[config.mk]
export PLATFORM = sky130hd
export DESIGN_NAME = pci_phy_ctrl
export DESIGN_NICKNAME = d
export VERILOG_FILES = /design/src/core/pci_sync2.v /design/src/core/pci_phy_ctrl.v
export VERILOG_INCLUDE_DIRS = /design/src /design/src/inc
export SDC_FILE = /design/constraint.sdc
export NUM_CORES = 1
export LEC_CHECK = 0
export BUFFER_PORTS_ARGS = -buffer_cell sky130_fd_sc_hd__buf_2
export CORE_UTILIZATION = 49
export DETAILED_ROUTE_END_ITERATION = 10
export GPL_ROUTABILITY_DRIVEN = 0
export GPL_TIMING_DRIVEN = 1
export PLACE_DENSITY = 0.79
export SLEW_MARGIN = 20
export SYNTH_ARGS = -nofsm -noshare
export SYNTH_HDL_FRONTEND = slang
export SYNTH_SLANG_ARGS = --single-unit
[constraint.sdc]
create_clock -name clk_in -period 3.6 [get_ports clk_in]
set_input_delay 0.36 -clock clk_in [delete_from_list [all_inputs] [get_ports clk_in]]
set_output_delay 0.36 -clock clk_in [all_outputs]
set_load 0.05 [all_outputs]
[src/inc/pci_defs.vh]
// Register offsets, field positions and reset values for the PHY control and mask bank
`ifndef PCI_DEFS_VH
`define PCI_DEFS_VH
`define PCI_ADDR_CTRL 5'h17
`define PCI_ADDR_MASK 5'h18
`define PCI_CTRL_PHONE_FOUND 15
`define PCI_CTRL_PHONE_START 14
`define PCI_CTRL_DIAG_MODE 13
`define PCI_CTRL_RETRY_HI 12
`define PCI_CTRL_RETRY_LO 11
`define PCI_CTRL_TXC_ALT 6
`define PCI_CTRL_JABBER_DIS 5
`define PCI_CTRL_SQE_EN 4
`define PCI_CTRL_LOOP_DIS 3
`define PCI_CTRL_PREAMBLE_EN 2
`define PCI_CTRL_FORCE_IRQ 0
`define PCI_CTRL_WMASK 16'h787d
`define PCI_CTRL_RST 16'h380c
`define PCI_MASK_WMASK 16'h07ff
`define PCI_MASK_RST 16'h0000
`define PCI_MASK_OUT_EN 0
`define PCI_EVT_W 10
`define PCI_EVT_PHONE 9
`define PCI_DELAY_NS 2
`define PCI_STRAP_SETTLE 2'h3
`endif

[src/core/pci_sync2.v]
// Two-flop synchroniser for pin-level inputs
`timescale 1ns/1ps
`default_nettype none
module pci_sync2 #(
	parameter W = 1
) (
	input wire clk_in,
	input wire sys_rst_in,
	input wire [W-1:0] d_in,
	output reg [W-1:0] q_out
);
	reg [W-1:0] meta_r;
	always @(posedge clk_in or posedge sys_rst_in) begin
		if (sys_rst_in) begin
			meta_r <= {W{1'b0}};
			q_out <= {W{1'b0}};
		end else begin
			meta_r <= d_in;
			q_out <= meta_r;
		end
	end
endmodule // pci_sync2
`default_nettype wire

[src/core/pci_phy_ctrl.v]
// PHY control and interrupt mask register bank with interrupt pin logic
// Summary of operation
// - Bit 15 reports phone found, read-only, resets to zero.
// - Writing start bit 14 launches detection and clears the result.
// - Start bit self-clears on detection done; result then latched.
// - Bit 13 selects link analysis (1) or TDR (0); resets to 1.
// - In TDR mode, link pulses are ignored and no link forms.
// - Bits 12:11 give one to four attempts before downshift; reset 11.
// - Bit 6 makes TXC delay opposite of RXC; reset from strap.
// - Interface mode and bit 6 pick TXC/RXC delays of 0 or 2 ns.
// - Bit 5 disables jabber, bit 4 enables heartbeat; both reset 0.
// - Bit 3 disables pair loopback in half-duplex; resets to 1.
// - Bit 2 enables 10Base-T preamble generation; resets to 1.
// - Force bit 0 asserts interrupt pin low; clearing releases it unless mask bit 0 is set and an enabled event is pending.
// - Mask bits 10..1 enable each event's interrupt; reset zero.
// - Mask bit 0 enables pin; low while interrupt pending.
// - Pending is set when any enabled event flag is set.
// - Event flags latch high until read; reset zero.
// - Standby entered when TDR mode selected and link is down.
`timescale 1ns/1ps
`default_nettype none
`include "pci_defs.vh"
module pci_phy_ctrl (
	input wire clk_in,
	input wire sys_rst_in,
	input wire [4:0] reg_addr_in,
	input wire reg_wr_in,
	input wire reg_rd_in,
	input wire [15:0] reg_wdata_in,
	output reg [15:0] reg_rdata_out,
	input wire [2:0] mac_mode_in,
	input wire ref_clock_out_strap_low,
	input wire phone_done_in,
	input wire phone_found_in,
	input wire [`PCI_EVT_W-1:0] event_in,
	input wire status_rd_in,
	input wire link_up_in,
	input wire link_pulse_in,
	output reg phone_start_out,
	output reg link_allow_out,
	output reg link_pulse_out,
	output reg standby_out,
	output reg [1:0] retry_sel_out,
	output reg [2:0] retry_count_out,
	output reg jabber_dis_out,
	output reg sqe_en_out,
	output reg pair_echo_loop_disable,
	output reg preamble_en_out,
	output reg [1:0] txc_delay_ns_out,
	output reg [1:0] rxc_delay_ns_out,
	output reg [`PCI_EVT_W-1:0] event_flags_out,
	output reg irq_pending_out,
	output wire mgmt_irq_out_low,
	output wire mgmt_irq_oe_low
);
	reg [15:0] ctrl_r;
	reg [15:0] ctrl_nxt;
	reg [15:0] mask_r;
	reg [`PCI_EVT_W-1:0] flag_r;
	reg [`PCI_EVT_W-1:0] flag_nxt;
	// Edges seen since release while the strap crosses both sync flops
	reg [1:0] strap_cnt_r;
	reg [15:0] rdata_nxt;
	wire [`PCI_EVT_W-1:0] armed_nxt;
	wire irq_nxt;
	reg irq_drive_r;
	wire strap_s;
	wire [`PCI_EVT_W-1:0] event_s;
	wire [4:0] misc_s;
	wire ctrl_wr;
	wire mask_wr;
	wire tdr_mode;
	wire rgmii_dll;

	// Pin-level event sources cross into clk_in before use
	pci_sync2 #(.W(1)) u_strap (
		.clk_in(clk_in),
		.sys_rst_in(sys_rst_in),
		.d_in(ref_clock_out_strap_low),
		.q_out(strap_s)
	);
	pci_sync2 #(.W(`PCI_EVT_W)) u_evt (
		.clk_in(clk_in),
		.sys_rst_in(sys_rst_in),
		.d_in(event_in),
		.q_out(event_s)
	);
	pci_sync2 #(.W(5)) u_misc (
		.clk_in(clk_in),
		.sys_rst_in(sys_rst_in),
		.d_in({phone_done_in, phone_found_in, link_up_in, link_pulse_in, status_rd_in}),
		.q_out(misc_s)
	);

	assign ctrl_wr = reg_wr_in && (reg_addr_in == `PCI_ADDR_CTRL);
	assign mask_wr = reg_wr_in && (reg_addr_in == `PCI_ADDR_MASK);
	assign tdr_mode = ~ctrl_r[`PCI_CTRL_DIAG_MODE];
	assign rgmii_dll = mac_mode_in[1];

	always @* begin
		ctrl_nxt = ctrl_r;
		if (ctrl_wr) begin
			// Reserved and read-only bits keep their value
			ctrl_nxt = (ctrl_r & ~`PCI_CTRL_WMASK) | (reg_wdata_in & `PCI_CTRL_WMASK);
			if (reg_wdata_in[`PCI_CTRL_PHONE_START]) begin
				ctrl_nxt[`PCI_CTRL_PHONE_FOUND] = 1'b0;
			end
		end
		// Completion wins over a concurrent write so a done is never lost
		if (ctrl_r[`PCI_CTRL_PHONE_START] && misc_s[4]) begin
			ctrl_nxt[`PCI_CTRL_PHONE_START] = 1'b0;
			ctrl_nxt[`PCI_CTRL_PHONE_FOUND] = misc_s[3];
		end
	end

	always @* begin
		// Set wins over read-clear
		flag_nxt = flag_r;
		if (misc_s[0]) begin
			flag_nxt = {`PCI_EVT_W{1'b0}};
		end
		flag_nxt = flag_nxt | event_s;
		if (ctrl_r[`PCI_CTRL_PHONE_START] && misc_s[4]) begin
			flag_nxt[`PCI_EVT_PHONE] = 1'b1;
		end
	end

	// Unmapped addresses read as zero rather than stale data
	always @* begin
		rdata_nxt = 16'h0000;
		if (reg_addr_in == `PCI_ADDR_CTRL) begin
			rdata_nxt = ctrl_r & (`PCI_CTRL_WMASK | 16'h8000);
		end else if (reg_addr_in == `PCI_ADDR_MASK) begin
			rdata_nxt = mask_r & `PCI_MASK_WMASK;
		end
	end

	// Pin follows next-state flags so it asserts together with the flag
	assign armed_nxt = flag_nxt & mask_r[10:1];
	assign irq_nxt = ctrl_nxt[`PCI_CTRL_FORCE_IRQ]
		|| (mask_r[`PCI_MASK_OUT_EN] && (|armed_nxt));

	always @(posedge clk_in or posedge sys_rst_in) begin
		if (sys_rst_in) begin
			ctrl_r <= `PCI_CTRL_RST;
			mask_r <= `PCI_MASK_RST;
			flag_r <= {`PCI_EVT_W{1'b0}};
			strap_cnt_r <= 2'h0;
			irq_drive_r <= 1'b0;
		end else begin
			ctrl_r <= ctrl_nxt;
			// Strap trusted only after both sync flops; a write ends the window
			if (strap_cnt_r != `PCI_STRAP_SETTLE) begin
				if (ctrl_wr) begin
					strap_cnt_r <= `PCI_STRAP_SETTLE;
				end else begin
					ctrl_r[`PCI_CTRL_TXC_ALT] <= ~strap_s;
					strap_cnt_r <= strap_cnt_r + 2'h1;
				end
			end
			if (mask_wr) begin
				mask_r <= reg_wdata_in & `PCI_MASK_WMASK;
			end
			flag_r <= flag_nxt;
			// Registered drive keeps glitches off the open-drain line
			irq_drive_r <= irq_nxt;
		end
	end

	always @(posedge clk_in or posedge sys_rst_in) begin
		if (sys_rst_in) begin
			reg_rdata_out <= 16'h0000;
			phone_start_out <= 1'b0;
			link_allow_out <= 1'b0;
			link_pulse_out <= 1'b0;
			standby_out <= 1'b0;
			retry_sel_out <= 2'b11;
			retry_count_out <= 3'h4;
			jabber_dis_out <= 1'b0;
			sqe_en_out <= 1'b0;
			pair_echo_loop_disable <= 1'b1;
			preamble_en_out <= 1'b1;
			txc_delay_ns_out <= 2'h0;
			rxc_delay_ns_out <= 2'h0;
			event_flags_out <= {`PCI_EVT_W{1'b0}};
			irq_pending_out <= 1'b0;
		end else begin
			// Read data holds between reads so the master may take it late
			if (reg_rd_in) begin
				reg_rdata_out <= rdata_nxt;
			end
			phone_start_out <= ctrl_r[`PCI_CTRL_PHONE_START];
			// TDR mode blocks link pulses and link bring-up
			link_allow_out <= ~tdr_mode;
			link_pulse_out <= misc_s[1] & ~tdr_mode;
			standby_out <= tdr_mode & ~misc_s[2];
			retry_sel_out <= ctrl_r[`PCI_CTRL_RETRY_HI:`PCI_CTRL_RETRY_LO];
			retry_count_out <= {1'b0, ctrl_r[`PCI_CTRL_RETRY_HI:`PCI_CTRL_RETRY_LO]} + 3'h1;
			jabber_dis_out <= ctrl_r[`PCI_CTRL_JABBER_DIS];
			sqe_en_out <= ctrl_r[`PCI_CTRL_SQE_EN];
			pair_echo_loop_disable <= ctrl_r[`PCI_CTRL_LOOP_DIS];
			preamble_en_out <= ctrl_r[`PCI_CTRL_PREAMBLE_EN];
			// Delays only matter in RGMII modes 10x and 11x
			if (mac_mode_in[2]) begin
				txc_delay_ns_out <= (rgmii_dll ^ ctrl_r[`PCI_CTRL_TXC_ALT])
					? 2'd`PCI_DELAY_NS : 2'h0;
				rxc_delay_ns_out <= rgmii_dll ? 2'd`PCI_DELAY_NS : 2'h0;
			end else begin
				txc_delay_ns_out <= 2'h0;
				rxc_delay_ns_out <= 2'h0;
			end
			event_flags_out <= flag_r;
			irq_pending_out <= |(flag_r & mask_r[10:1]);
		end
	end

	// Open-drain: enable low drives the pin low
	assign mgmt_irq_out_low = 1'b0;
	assign mgmt_irq_oe_low = ~irq_drive_r;
endmodule // pci_phy_ctrl
`default_nettype wire

After elaboration in Yosys (flattened, before gate mapping)
Index checks and enable logic that the tools add are counted.
{"block": "op_classes", "add_sub_neg": 2, "n_mul": 0, "div_mod_pow": 0, "n_lt_le_gt_ge": 0, "eq_ne": 3, "n_shift": 0, "n_mux": 14, "bitwise_logic": 11, "reduce_logical": 8}
{"operator": "2-to-1 mux 16 bit", "n": 2}
{"operator": "AND 10 bit", "n": 2}
{"operator": "OR reduction 10 bit", "n": 2}
{"operator": "bitwise OR 16 x 15 -> 16 bit", "n": 1}
{"operator": "2-to-1 mux 2 bit", "n": 6}
{"operator": "2-to-1 mux 11 bit", "n": 1}
{"operator": "equality test 5 bit, second input constant", "n": 2}
{"operator": "2-to-1 mux 10 bit", "n": 1}
{"operator": "bitwise OR 10 bit", "n": 1}
{"operator": "logical AND 1 bit", "n": 4}
{"operator": "2-to-1 mux 1 bit", "n": 4}
{"operator": "NOT 1 bit", "n": 4}
{"operator": "adder 2 x 1 -> 3 bit, second input constant", "n": 1}
{"operator": "adder 2 x 1 -> 2 bit, second input constant", "n": 1}
{"operator": "AND 1 bit", "n": 2}
{"operator": "!= test 2 bit, second input constant", "n": 1}
{"operator": "nonzero test 2 bit", "n": 1}
{"operator": "logical OR 1 bit", "n": 1}
{"operator": "XOR 1 bit", "n": 1}
{"block": "word_totals", "regBits": 116, "latchBits": 0, "ramBits": 0, "romBits": 0, "input_bits": 44, "output_inout_bits": 46, "wordCells": 66, "memories": 0}

Logic depth before layout (Yosys ltp)
Gate-level depths: netlist of run 1.
{"block": "depth", "depth_word": 7, "mapped_depth": 7, "ltp_nobuf": 5}

Modules after synthesis
From an unflattened synthesis of run 1, not the netlist that was laid out.
{"block": "unflattened", "cells_unflattened": 258, "area_unflattened_um2": 3707.3}
{"mod": "pci_phy_ctrl", "instances": 1, "cells_per_inst": 223, "area_each_um2": 2895.3, "seq_area_each_um2": 1939.4}
{"mod": "pci_sync2 at u_evt", "instances": 1, "cells_per_inst": 21, "area_each_um2": 504.2, "seq_area_each_um2": 500.5}
{"mod": "pci_sync2 at u_misc", "instances": 1, "cells_per_inst": 11, "area_each_um2": 254.0, "seq_area_each_um2": 250.2}
{"mod": "pci_sync2 at u_strap", "instances": 1, "cells_per_inst": 3, "area_each_um2": 53.8, "seq_area_each_um2": 50.0}

Worst setup path before layout of run 1
OpenSTA, ideal clock, no wires.
{"block": "synth_path", "path_kind": "input to register", "start": "in reg_addr_in[2]", "end": "reg ctrl_r[4]", "setup_ps": 125, "t_arrival_ps": 1408, "required_time_ps": 3475, "setup_slack_ps": 2067, "stages": 6, "path_buffers": 2, "cell_sequence": "nand3_1 -> nor3b_2 -> and2_1 -> buf_2 -> buf_4 -> mux2_2"}
{"block": "synth_between", "elab_chain_len": 2}
{"element": "start: declaration", "line": "pci_phy_ctrl.v:26", "source": "input wire [4:0] reg_addr_in,"}
{"element": "equality test 5 bit (no source line)"}
{"element": "logical AND 1 bit", "line": "pci_phy_ctrl.v:95", "source": "assign ctrl_wr = reg_wr_in && (reg_addr_in == `PCI_ADDR_CTRL);"}
{"element": "end signal: assignment", "line": "pci_phy_ctrl.v:145", "source": "ctrl_r <= `PCI_CTRL_RST;"}
{"element": "end signal: assignment", "line": "pci_phy_ctrl.v:151", "source": "ctrl_r <= ctrl_nxt;"}
{"element": "end signal: indexed assignment", "line": "pci_phy_ctrl.v:157", "source": "ctrl_r[`PCI_CTRL_TXC_ALT] <= ~strap_s;"}
{"element": "end: declaration", "line": "pci_phy_ctrl.v:56", "source": "reg [15:0] ctrl_r;"}
Every way passes these cells.
A chain may end at the register's enable or synchronous reset.

Worst setup path after layout of run 1
{"block": "layout_path", "start": "in reg_addr_in[2]", "end": "reg irq_drive_r"}
{"block": "layout_between", "elab_chain_len": 4}
{"element": "equality test 5 bit (no source line)"}
{"element": "logical AND 1 bit", "line": "pci_phy_ctrl.v:95"}
{"element": "2-to-1 mux 16 bit", "line": "pci_phy_ctrl.v:102", "source": "if (ctrl_wr) begin"}
{"element": "net ctrl_nxt[0]", "line": "pci_phy_ctrl.v:57", "source": "reg [15:0] ctrl_nxt;"}
{"element": "logical OR 1 bit", "line": "pci_phy_ctrl.v:140", "source": "assign irq_nxt = ctrl_nxt[`PCI_CTRL_FORCE_IRQ]"}
{"element": "net irq_nxt", "line": "pci_phy_ctrl.v:65", "source": "wire irq_nxt;"}
{"element": "end signal: assignment", "line": "pci_phy_ctrl.v:166", "source": "irq_drive_r <= irq_nxt;"}
{"element": "end: declaration", "line": "pci_phy_ctrl.v:66", "source": "reg irq_drive_r;"}
The timed path passes the listed nets, and every way through them passes these cells. The select of a mux whose other input is x is not followed.

==> results_dict.tcl, run 1 <==
set metrics [dict create \
    status "finished, final reports clean" \
    switchingPower_uw 801 \
    track_usage_pct 18.0 \
    rows 31 \
    layout.nets 389 \
    fin_skew_ps 9.17 \
    drive_above_1_share_pct 43.4 \
    core_sq_mm 0.00729 \
    wl_per_cell_um 14.7 \
    crit_fanout 15 \
    antenna_found_initial 0 \
    first_pass_iters 4 \
    cp_top_family "simple AND/OR/NAND/NOR gates" \
    p_clk_share_pct 26.5 \
    cp-start-kind "primary input" \
    initialDrtViolationCount 109 \
    criticalPathCategory "primary input to register" \
    p_comb_share_pct 17.2 \
    tightest_slew_ps 749 \
    clkTransAtPathRegs_ps 100 \
    areaGrowthSynthToFinish_pct 19.3 \
    final_antenna_net_count 0 \
    avgSynthCellArea_sq_um 14.6 \
    yosysSeqAreaShare_pct 74.1 \
    die_height_um 88.9 \
    maxSlewHeadroom_pct 50.1 \
    cts.repair.resized 0 \
    pre_cts_slack_ps 1390 \
    start_util_pct 50.7 \
    grt_overflow 0 \
    insertion_delay_ps 370 \
    seq_area_sq_mm 0.00274 \
    fmax_mhz 553 \
    path_cells "buf_2 -> nand3_1 -> nor3b_2 -> buf_4 -> and2_1 -> mux2_2 -> nand2b_1" \
    synthCells 253 \
    finalHoldViolations 0 \
    grt_max_degree 88 \
    critical_path_arrival_ps 2070 \
    rsz0062_at_grt "false" \
    cp.buffers_inverters 2 \
    peakVddDrop_uv 295 \
    synth-seq-cells 109 \
    numCtsBuffers 9 \
    cts.root.buffer_cell "clkbuf_8" \
    fp.dieArea_sq_mm 0.00790 \
    period_needed_ps 1810 \
    vias 2189 \
    vias_per_cell 4.90 \
    power_density_mw_per_mm2 586 \
    drt_wl_total_mm 6.56 \
    cp-end-kind "register" \
    hold_path.class "primary input to register" \
    grt_pass1_vias 2090 \
    cts_buffer_depth 2 \
    die_w_um 88.9 \
    clock_sinks 109 \
    antennaDiodeCount 0 \
    max_stage_delay_ps 570 \
    dpl.hpwl_mm 4.51 \
    fin_crit_sh_pct 50.2 \
    yosys_warnings 0 \
    h-tree-depth 3 \
    netlist_area_sq_mm 0.00370 \
    synth.distinct_cells 34 \
    tns_ps 0 \
    internal_power_mw 1.79 \
    leakagePower_nw 2.11 \
    maxSlewViolCount 0 \
    cp_data_required_time_ps 3860 \
    drc 0 \
    cts_setup_buffers 0 \
    setup_viol 0 \
    fill_cells 592 \
    port_buffers 84 \
    maxCapViolCount 0 \
    grt_pass1_wl_mm 10.1 \
    fin_ws_ps 1790 \
    sequentialPowerShare_pct 56.3 \
    cp_slowest_cell "and2_1" \
    postCtsHoldBufs 0 \
    tritoncts "done" \
    swShare_pct 31.0 \
    ioPinCount 90 \
    multi_input_area_sq_um 840 \
]
[final timing paths]
path / start / end / slack [ps] / cells after the start
min in group asynchronous: sys_rst_in / event_flags_out[0]$_DFF_PP0_ / 120 / 2
min reg2reg: u_evt.meta_r[7]$_DFF_PP0_ / u_evt.q_out[7]$_DFF_PP0_ / 340 / 0
max: reg_addr_in[2] / irq_drive_r$_DFF_PP0_ / 1790 / 7
max reg2reg: u_misc.q_out[0]$_DFF_PP0_ / irq_drive_r$_DFF_PP0_ / 1940 / 5
min: link_up_in / u_misc.meta_r[2]$_DFF_PP0_ / 90 / 1
max in group asynchronous: sys_rst_in / reg_rdata_out[5]$_DFFE_PP0P_ / 2820 / 3
[cell usage after synthesis]
library cell / instances / area, sq um
a21o_2: 3 / 26.3
nand2_1: 5 / 18.8
and2b_2: 5 / 43.8
or2_2: 5 / 31.3
mux2i_1: 3 / 30.0
nand4_1: 1 / 6.26
ha_1: 2 / 25.0
nand2b_1: 1 / 6.26
nor3b_2: 1 / 12.5
a22oi_1: 9 / 67.6
a221oi_1: 2 / 17.5
xor2_1: 1 / 8.76
dfstp_2: 10 / 263
a22o_1: 1 / 8.76
dfrtp_1: 99 / 2480
nand3_1: 11 / 55.1
conb_1: 1 / 3.75
o2111ai_1: 1 / 8.76
and2_1: 4 / 25.0
mux2_2: 18 / 203
a31o_2: 1 / 8.76
buf_4: 4 / 30.0
inv_2: 1 / 3.75
a21oi_1: 8 / 40.0
nor2_1: 9 / 33.8
nor4_2: 1 / 12.5
a221o_2: 1 / 11.3
buf_2: 2 / 10.0
inv_1: 17 / 63.8
clkbuf_1: 5 / 18.8
a221o_1: 2 / 20.0
o21a_1: 2 / 15.0
o31ai_2: 1 / 12.5
o21ai_0: 16 / 80.1
[sequential cells by signal, indices dropped and copies added, names as in the netlist, 3 cells and up]
register and count:
reg_rdata_out 16, ctrl_r 11, mask_r 11, event_flags_out 10, flag_r 10, u_evt.meta_r 10, u_evt.q_out 10, u_misc.meta_r 5
u_misc.q_out 5, retry_count_out 3
[cells in the final DEF, fill, tap and decap left out, drive strengths merged, types with 2 or more instances in the layout]
| cell | instances |
|---|---|
| dfrtp | 99 |
| buf | 88 |
| inv | 19 |
| mux2 | 18 |
| o21ai | 16 |
| nand3 | 11 |
| clkbuf | 11 |
| dfstp | 10 |
| a22oi | 9 |
| nor2 | 9 |
| a21oi | 8 |
| nand2 | 5 |
| and2b | 5 |
| or2 | 5 |
| and2 | 4 |
| mux2i | 3 |
| a21o | 3 |
| conb | 3 |
| clkinv | 3 |
| a221o | 3 |
| o21a | 2 |
| a221oi | 2 |
| ha | 2 |
[area by class of cell]
class / instances / area share [%]
Sequential cell: 109 / 62.1
Multi-Input combinational cell: 117 / 19.0
Timing Repair Buffer: 88 / 10.2
Clock buffer: 11 / 3.20
Tap cell: 99 / 2.81
Inverter: 18 / 1.64
Clock inverter: 5 / 1.02
[power groups by stage]
stage | sequential (mW) | combinational (mW) | clock, mW
3_5_place_dp | 1.48 | 0.449 | 0
6_report | 1.46 | 0.445 | 0.686
4_1_cts | 1.46 | 0.450 | 0.707
5_1_grt | 1.47 | 0.479 | 0.743
3_3_place_gp | 1.47 | 0.438 | 0
2_1_floorplan | 1.63 | 0.161 | 0
[layer usage]
layer  up-vias  GRT usage, %  wire [um]  share of wire [%]
met3        10          4.01        433                6.6
met1      1058          24.1       2860                 44
met5         -             0          0                  0
met2        85          27.1       3090                 47
li1       1036             -          -                  -
met4         0          11.0        166                2.5
[cells by family after synthesis]
logic type / synth area share (%)
muxes: 6.29
other: 0.101
AOI/OAI and AO/OA: 8.56
buffers and inverters: 3.42
DFF: 74.1
adders and majority gates: 0.676
xor gates and xnor gates: 0.237
and+or+nand+nor: 6.63
[per-stage QoR]
| stage | power [mW] | instances | cell area [sq um] | utilization [%] | hold slack, ps |
|---|---|---|---|---|---|
| finish | 2.59 | 447 | 4410 | 60.5 | 86.6 |
| global route | 2.69 | 447 | 4410 | 60.5 | 72.9 |
| CTS | 2.61 | 447 | 4410 | 60.5 | 70.6 |
| detailed placement | 1.93 | 431 | 4220 | 57.9 | 335 |
| global placement | 1.91 | 431 | 4220 | 57.9 | 332 |
| floorplan | 1.80 | 255 | 3710 | - | 331 |
[worst reg2reg max path: cells and delay by family, from the launching register on]
kind | cells | cell delay (ps)
buffers and inverters | 1 | 100
AO/OA/AOI/OAI | 3 | 930
flip-flops | 1 | 460
AND/OR/NAND/NOR | 1 | 80
Note: power is estimated with default switching activity, not from simulation.
==> run 2, diff against run 1 <==
Settings changed: CORE_UTILIZATION 49 to 47.
Clock period 3.6 ns to 1.5 ns, I/O delays scaled along.
==> run 2 against run 1 <==
  * Worst setup slack worse by 1900 ps
  * Count of clock-buffer cells in the layout unchanged
  * The flow now finishes with violations (setup timing)
  * Hold slack worse by 66 ps
  * Via count up 7.7%
  * Power up 150%
  * Critical path type is now register to register
  * Die area up 4.2%
  * Design area up 6.1%
==> results_dict.tcl, run 2 (synthesis results as in run 1) <==
set metrics [dict create \
    critical_path_arrival_ps 1840 \
    die_height_um 90.7 \
    setup_viol 1 \
    criticalPathCategory "register to register" \
    cts.root.buffer_cell "clkbuf_8" \
    insertion_delay_ps 360 \
    clkTransAtPathRegs_ps 100 \
    cts_buffer_depth 2 \
    grt_max_degree 110 \
    violations "setup timing" \
    final_util_pct 62.9 \
    hold_path.class "primary input to register" \
    fp.dieArea_sq_mm 0.00823 \
    track_usage_pct 19.1 \
    reg.largest.list "reg_rdata_out (16), ctrl_r (11), mask_r (11)" \
    cp_data_required_time_ps 1760 \
    rows 31 \
    areaGrowthSynthToFinish_pct 26.6 \
    fin_ws_ps -83.4 \
    period_needed_ps 1580 \
    dpl.hpwl_mm 4.64 \
    peakVddDrop_uv 627 \
    antenna_found_initial 0 \
    first_pass_iters 4 \
    initialDrtViolationCount 120 \
    stdcell_area_sq_mm 0.00468 \
    final_cell_mix "dfrtp_1 (99), buf_2 (84), mux2_2 (18), dlygate4sd3_1 (18)" \
    maxSlewHeadroom_pct 62.9 \
    h-tree-depth 3 \
    tritoncts "done" \
    finalHoldViolations 0 \
    maxCapViolCount 0 \
    tns_ps -83.4 \
    ioPinCount 90 \
    drc 0 \
    drive_above_1_share_pct 42.4 \
    worstRegToRegCells 5 \
    fin_crit_sh_pct 106 \
    wl_per_cell_um 15.0 \
    drt_wl_total_mm 7.09 \
    cp-end-kind "register" \
    total_power_mw 6.39 \
    grt_overflow 0 \
    final_antenna_net_count 0 \
    registers.top_by_ff_count "reg_rdata_out" \
    vias 2358 \
    clock_sinks 109 \
    cp-start-kind "register" \
    status "complete, but fails checks" \
    grt_pass1_vias 2308 \
    rsz0062_at_grt "true" \
    antennaDiodeCount 0 \
    leakagePower_nw 2.22 \
    grt_pass1_wl_mm 11.9 \
    vias_per_cell 5.00 \
    crit_fanout 5 \
    numCtsBuffers 9 \
    tightest_slew_ps 557 \
    final_common_cell "dfrtp_1" \
    fin_skew_ps 7.73 \
    largest_register_ffs 16 \
    power_density_mw_per_mm2 1360 \
    port_buffers 84 \
    layout.nets 414 \
    maxSlewViolCount 0 \
    core_sq_mm 0.00745 \
    start_util_pct 49.7 \
    fmax_mhz 632 \
    placed_cell_area_sq_mm 0.00430 \
    die_w_um 90.7 \
    holdPathStages 2 \
]
-- run 2: what timing repair did --
item                       4_1_cts  5_1_grt
hold endpoints to repair       116        0
setup buffers                    1        0
pin swaps                        0        2
gates cloned                     0        0
hold buffers                    18        0
resized for setup                0        0
setup endpoints to repair        1        1
-- run 2: worst paths after layout --
kind                                      startpoint                            to  slack [ps]
hold / removal                       reg_wdata_in[1]         mask_r[1]$_DFFE_PP0P_          20
setup reg to reg           u_misc.q_out[0]$_DFF_PP0_         irq_drive_r$_DFF_PP0_         -80
max in group asynchronous                 sys_rst_in         ctrl_r[3]$_DFFE_PP1P_         610
min in group asynchronous                 sys_rst_in  reg_rdata_out[9]$_DFFE_PP0P_         500
hold reg to reg             u_strap.meta_r$_DFF_PP0_       u_strap.q_out$_DFF_PP0_         350
setup / recovery           u_misc.q_out[0]$_DFF_PP0_         irq_drive_r$_DFF_PP0_         -80
-- run 2: layer usage --
layer  GRT usage, %  share of wire (%)  vias up
met4           8.87                1.5        0
met5              0                  0        -
met2           30.1                 49       90
li1               -                  -     1083
met1           25.5                 44     1175
met3           3.70                5.4       10
-- run 2: through the flow --
| stage | setup WS [ps] | instances | hold slack [ps] |
|---|---|---|---|
| floorplan | 41.1 | 255 | 181 |
| global placement | -43.4 | 437 | 259 |
| detailed placement | -95.6 | 437 | 259 |
| CTS | -81.6 | 472 | 10.1 |
| global route | -181 | 472 | 17.5 |
| finish | -83.4 | 472 | 20.2 |
-- run 2: layout make-up --
class	count	area [sq um]
Clock buffer	11	141
Clock inverter	5	58.8
Fill cell	588	2760
Inverter	18	71.3
Multi-Input combinational cell	117	840
Sequential cell	109	2740
Tap cell	99	124
Timing Repair Buffer	113	708
-- run 2: worst max-delay path, cell delays in order (launching register included) --
cell and delay [ps]:
dfrtp_1 440, inv_2 90, a221o_1 310, a221o_1 350, o31ai_2 220, nand2b_1 70
-- run 2: power breakdown --
group,leakage (nW),switching (mW),internal [mW]
Sequential,1.29,0.197,3.29
Clock,0.0959,0.938,0.822
Combinational,0.838,0.763,0.382
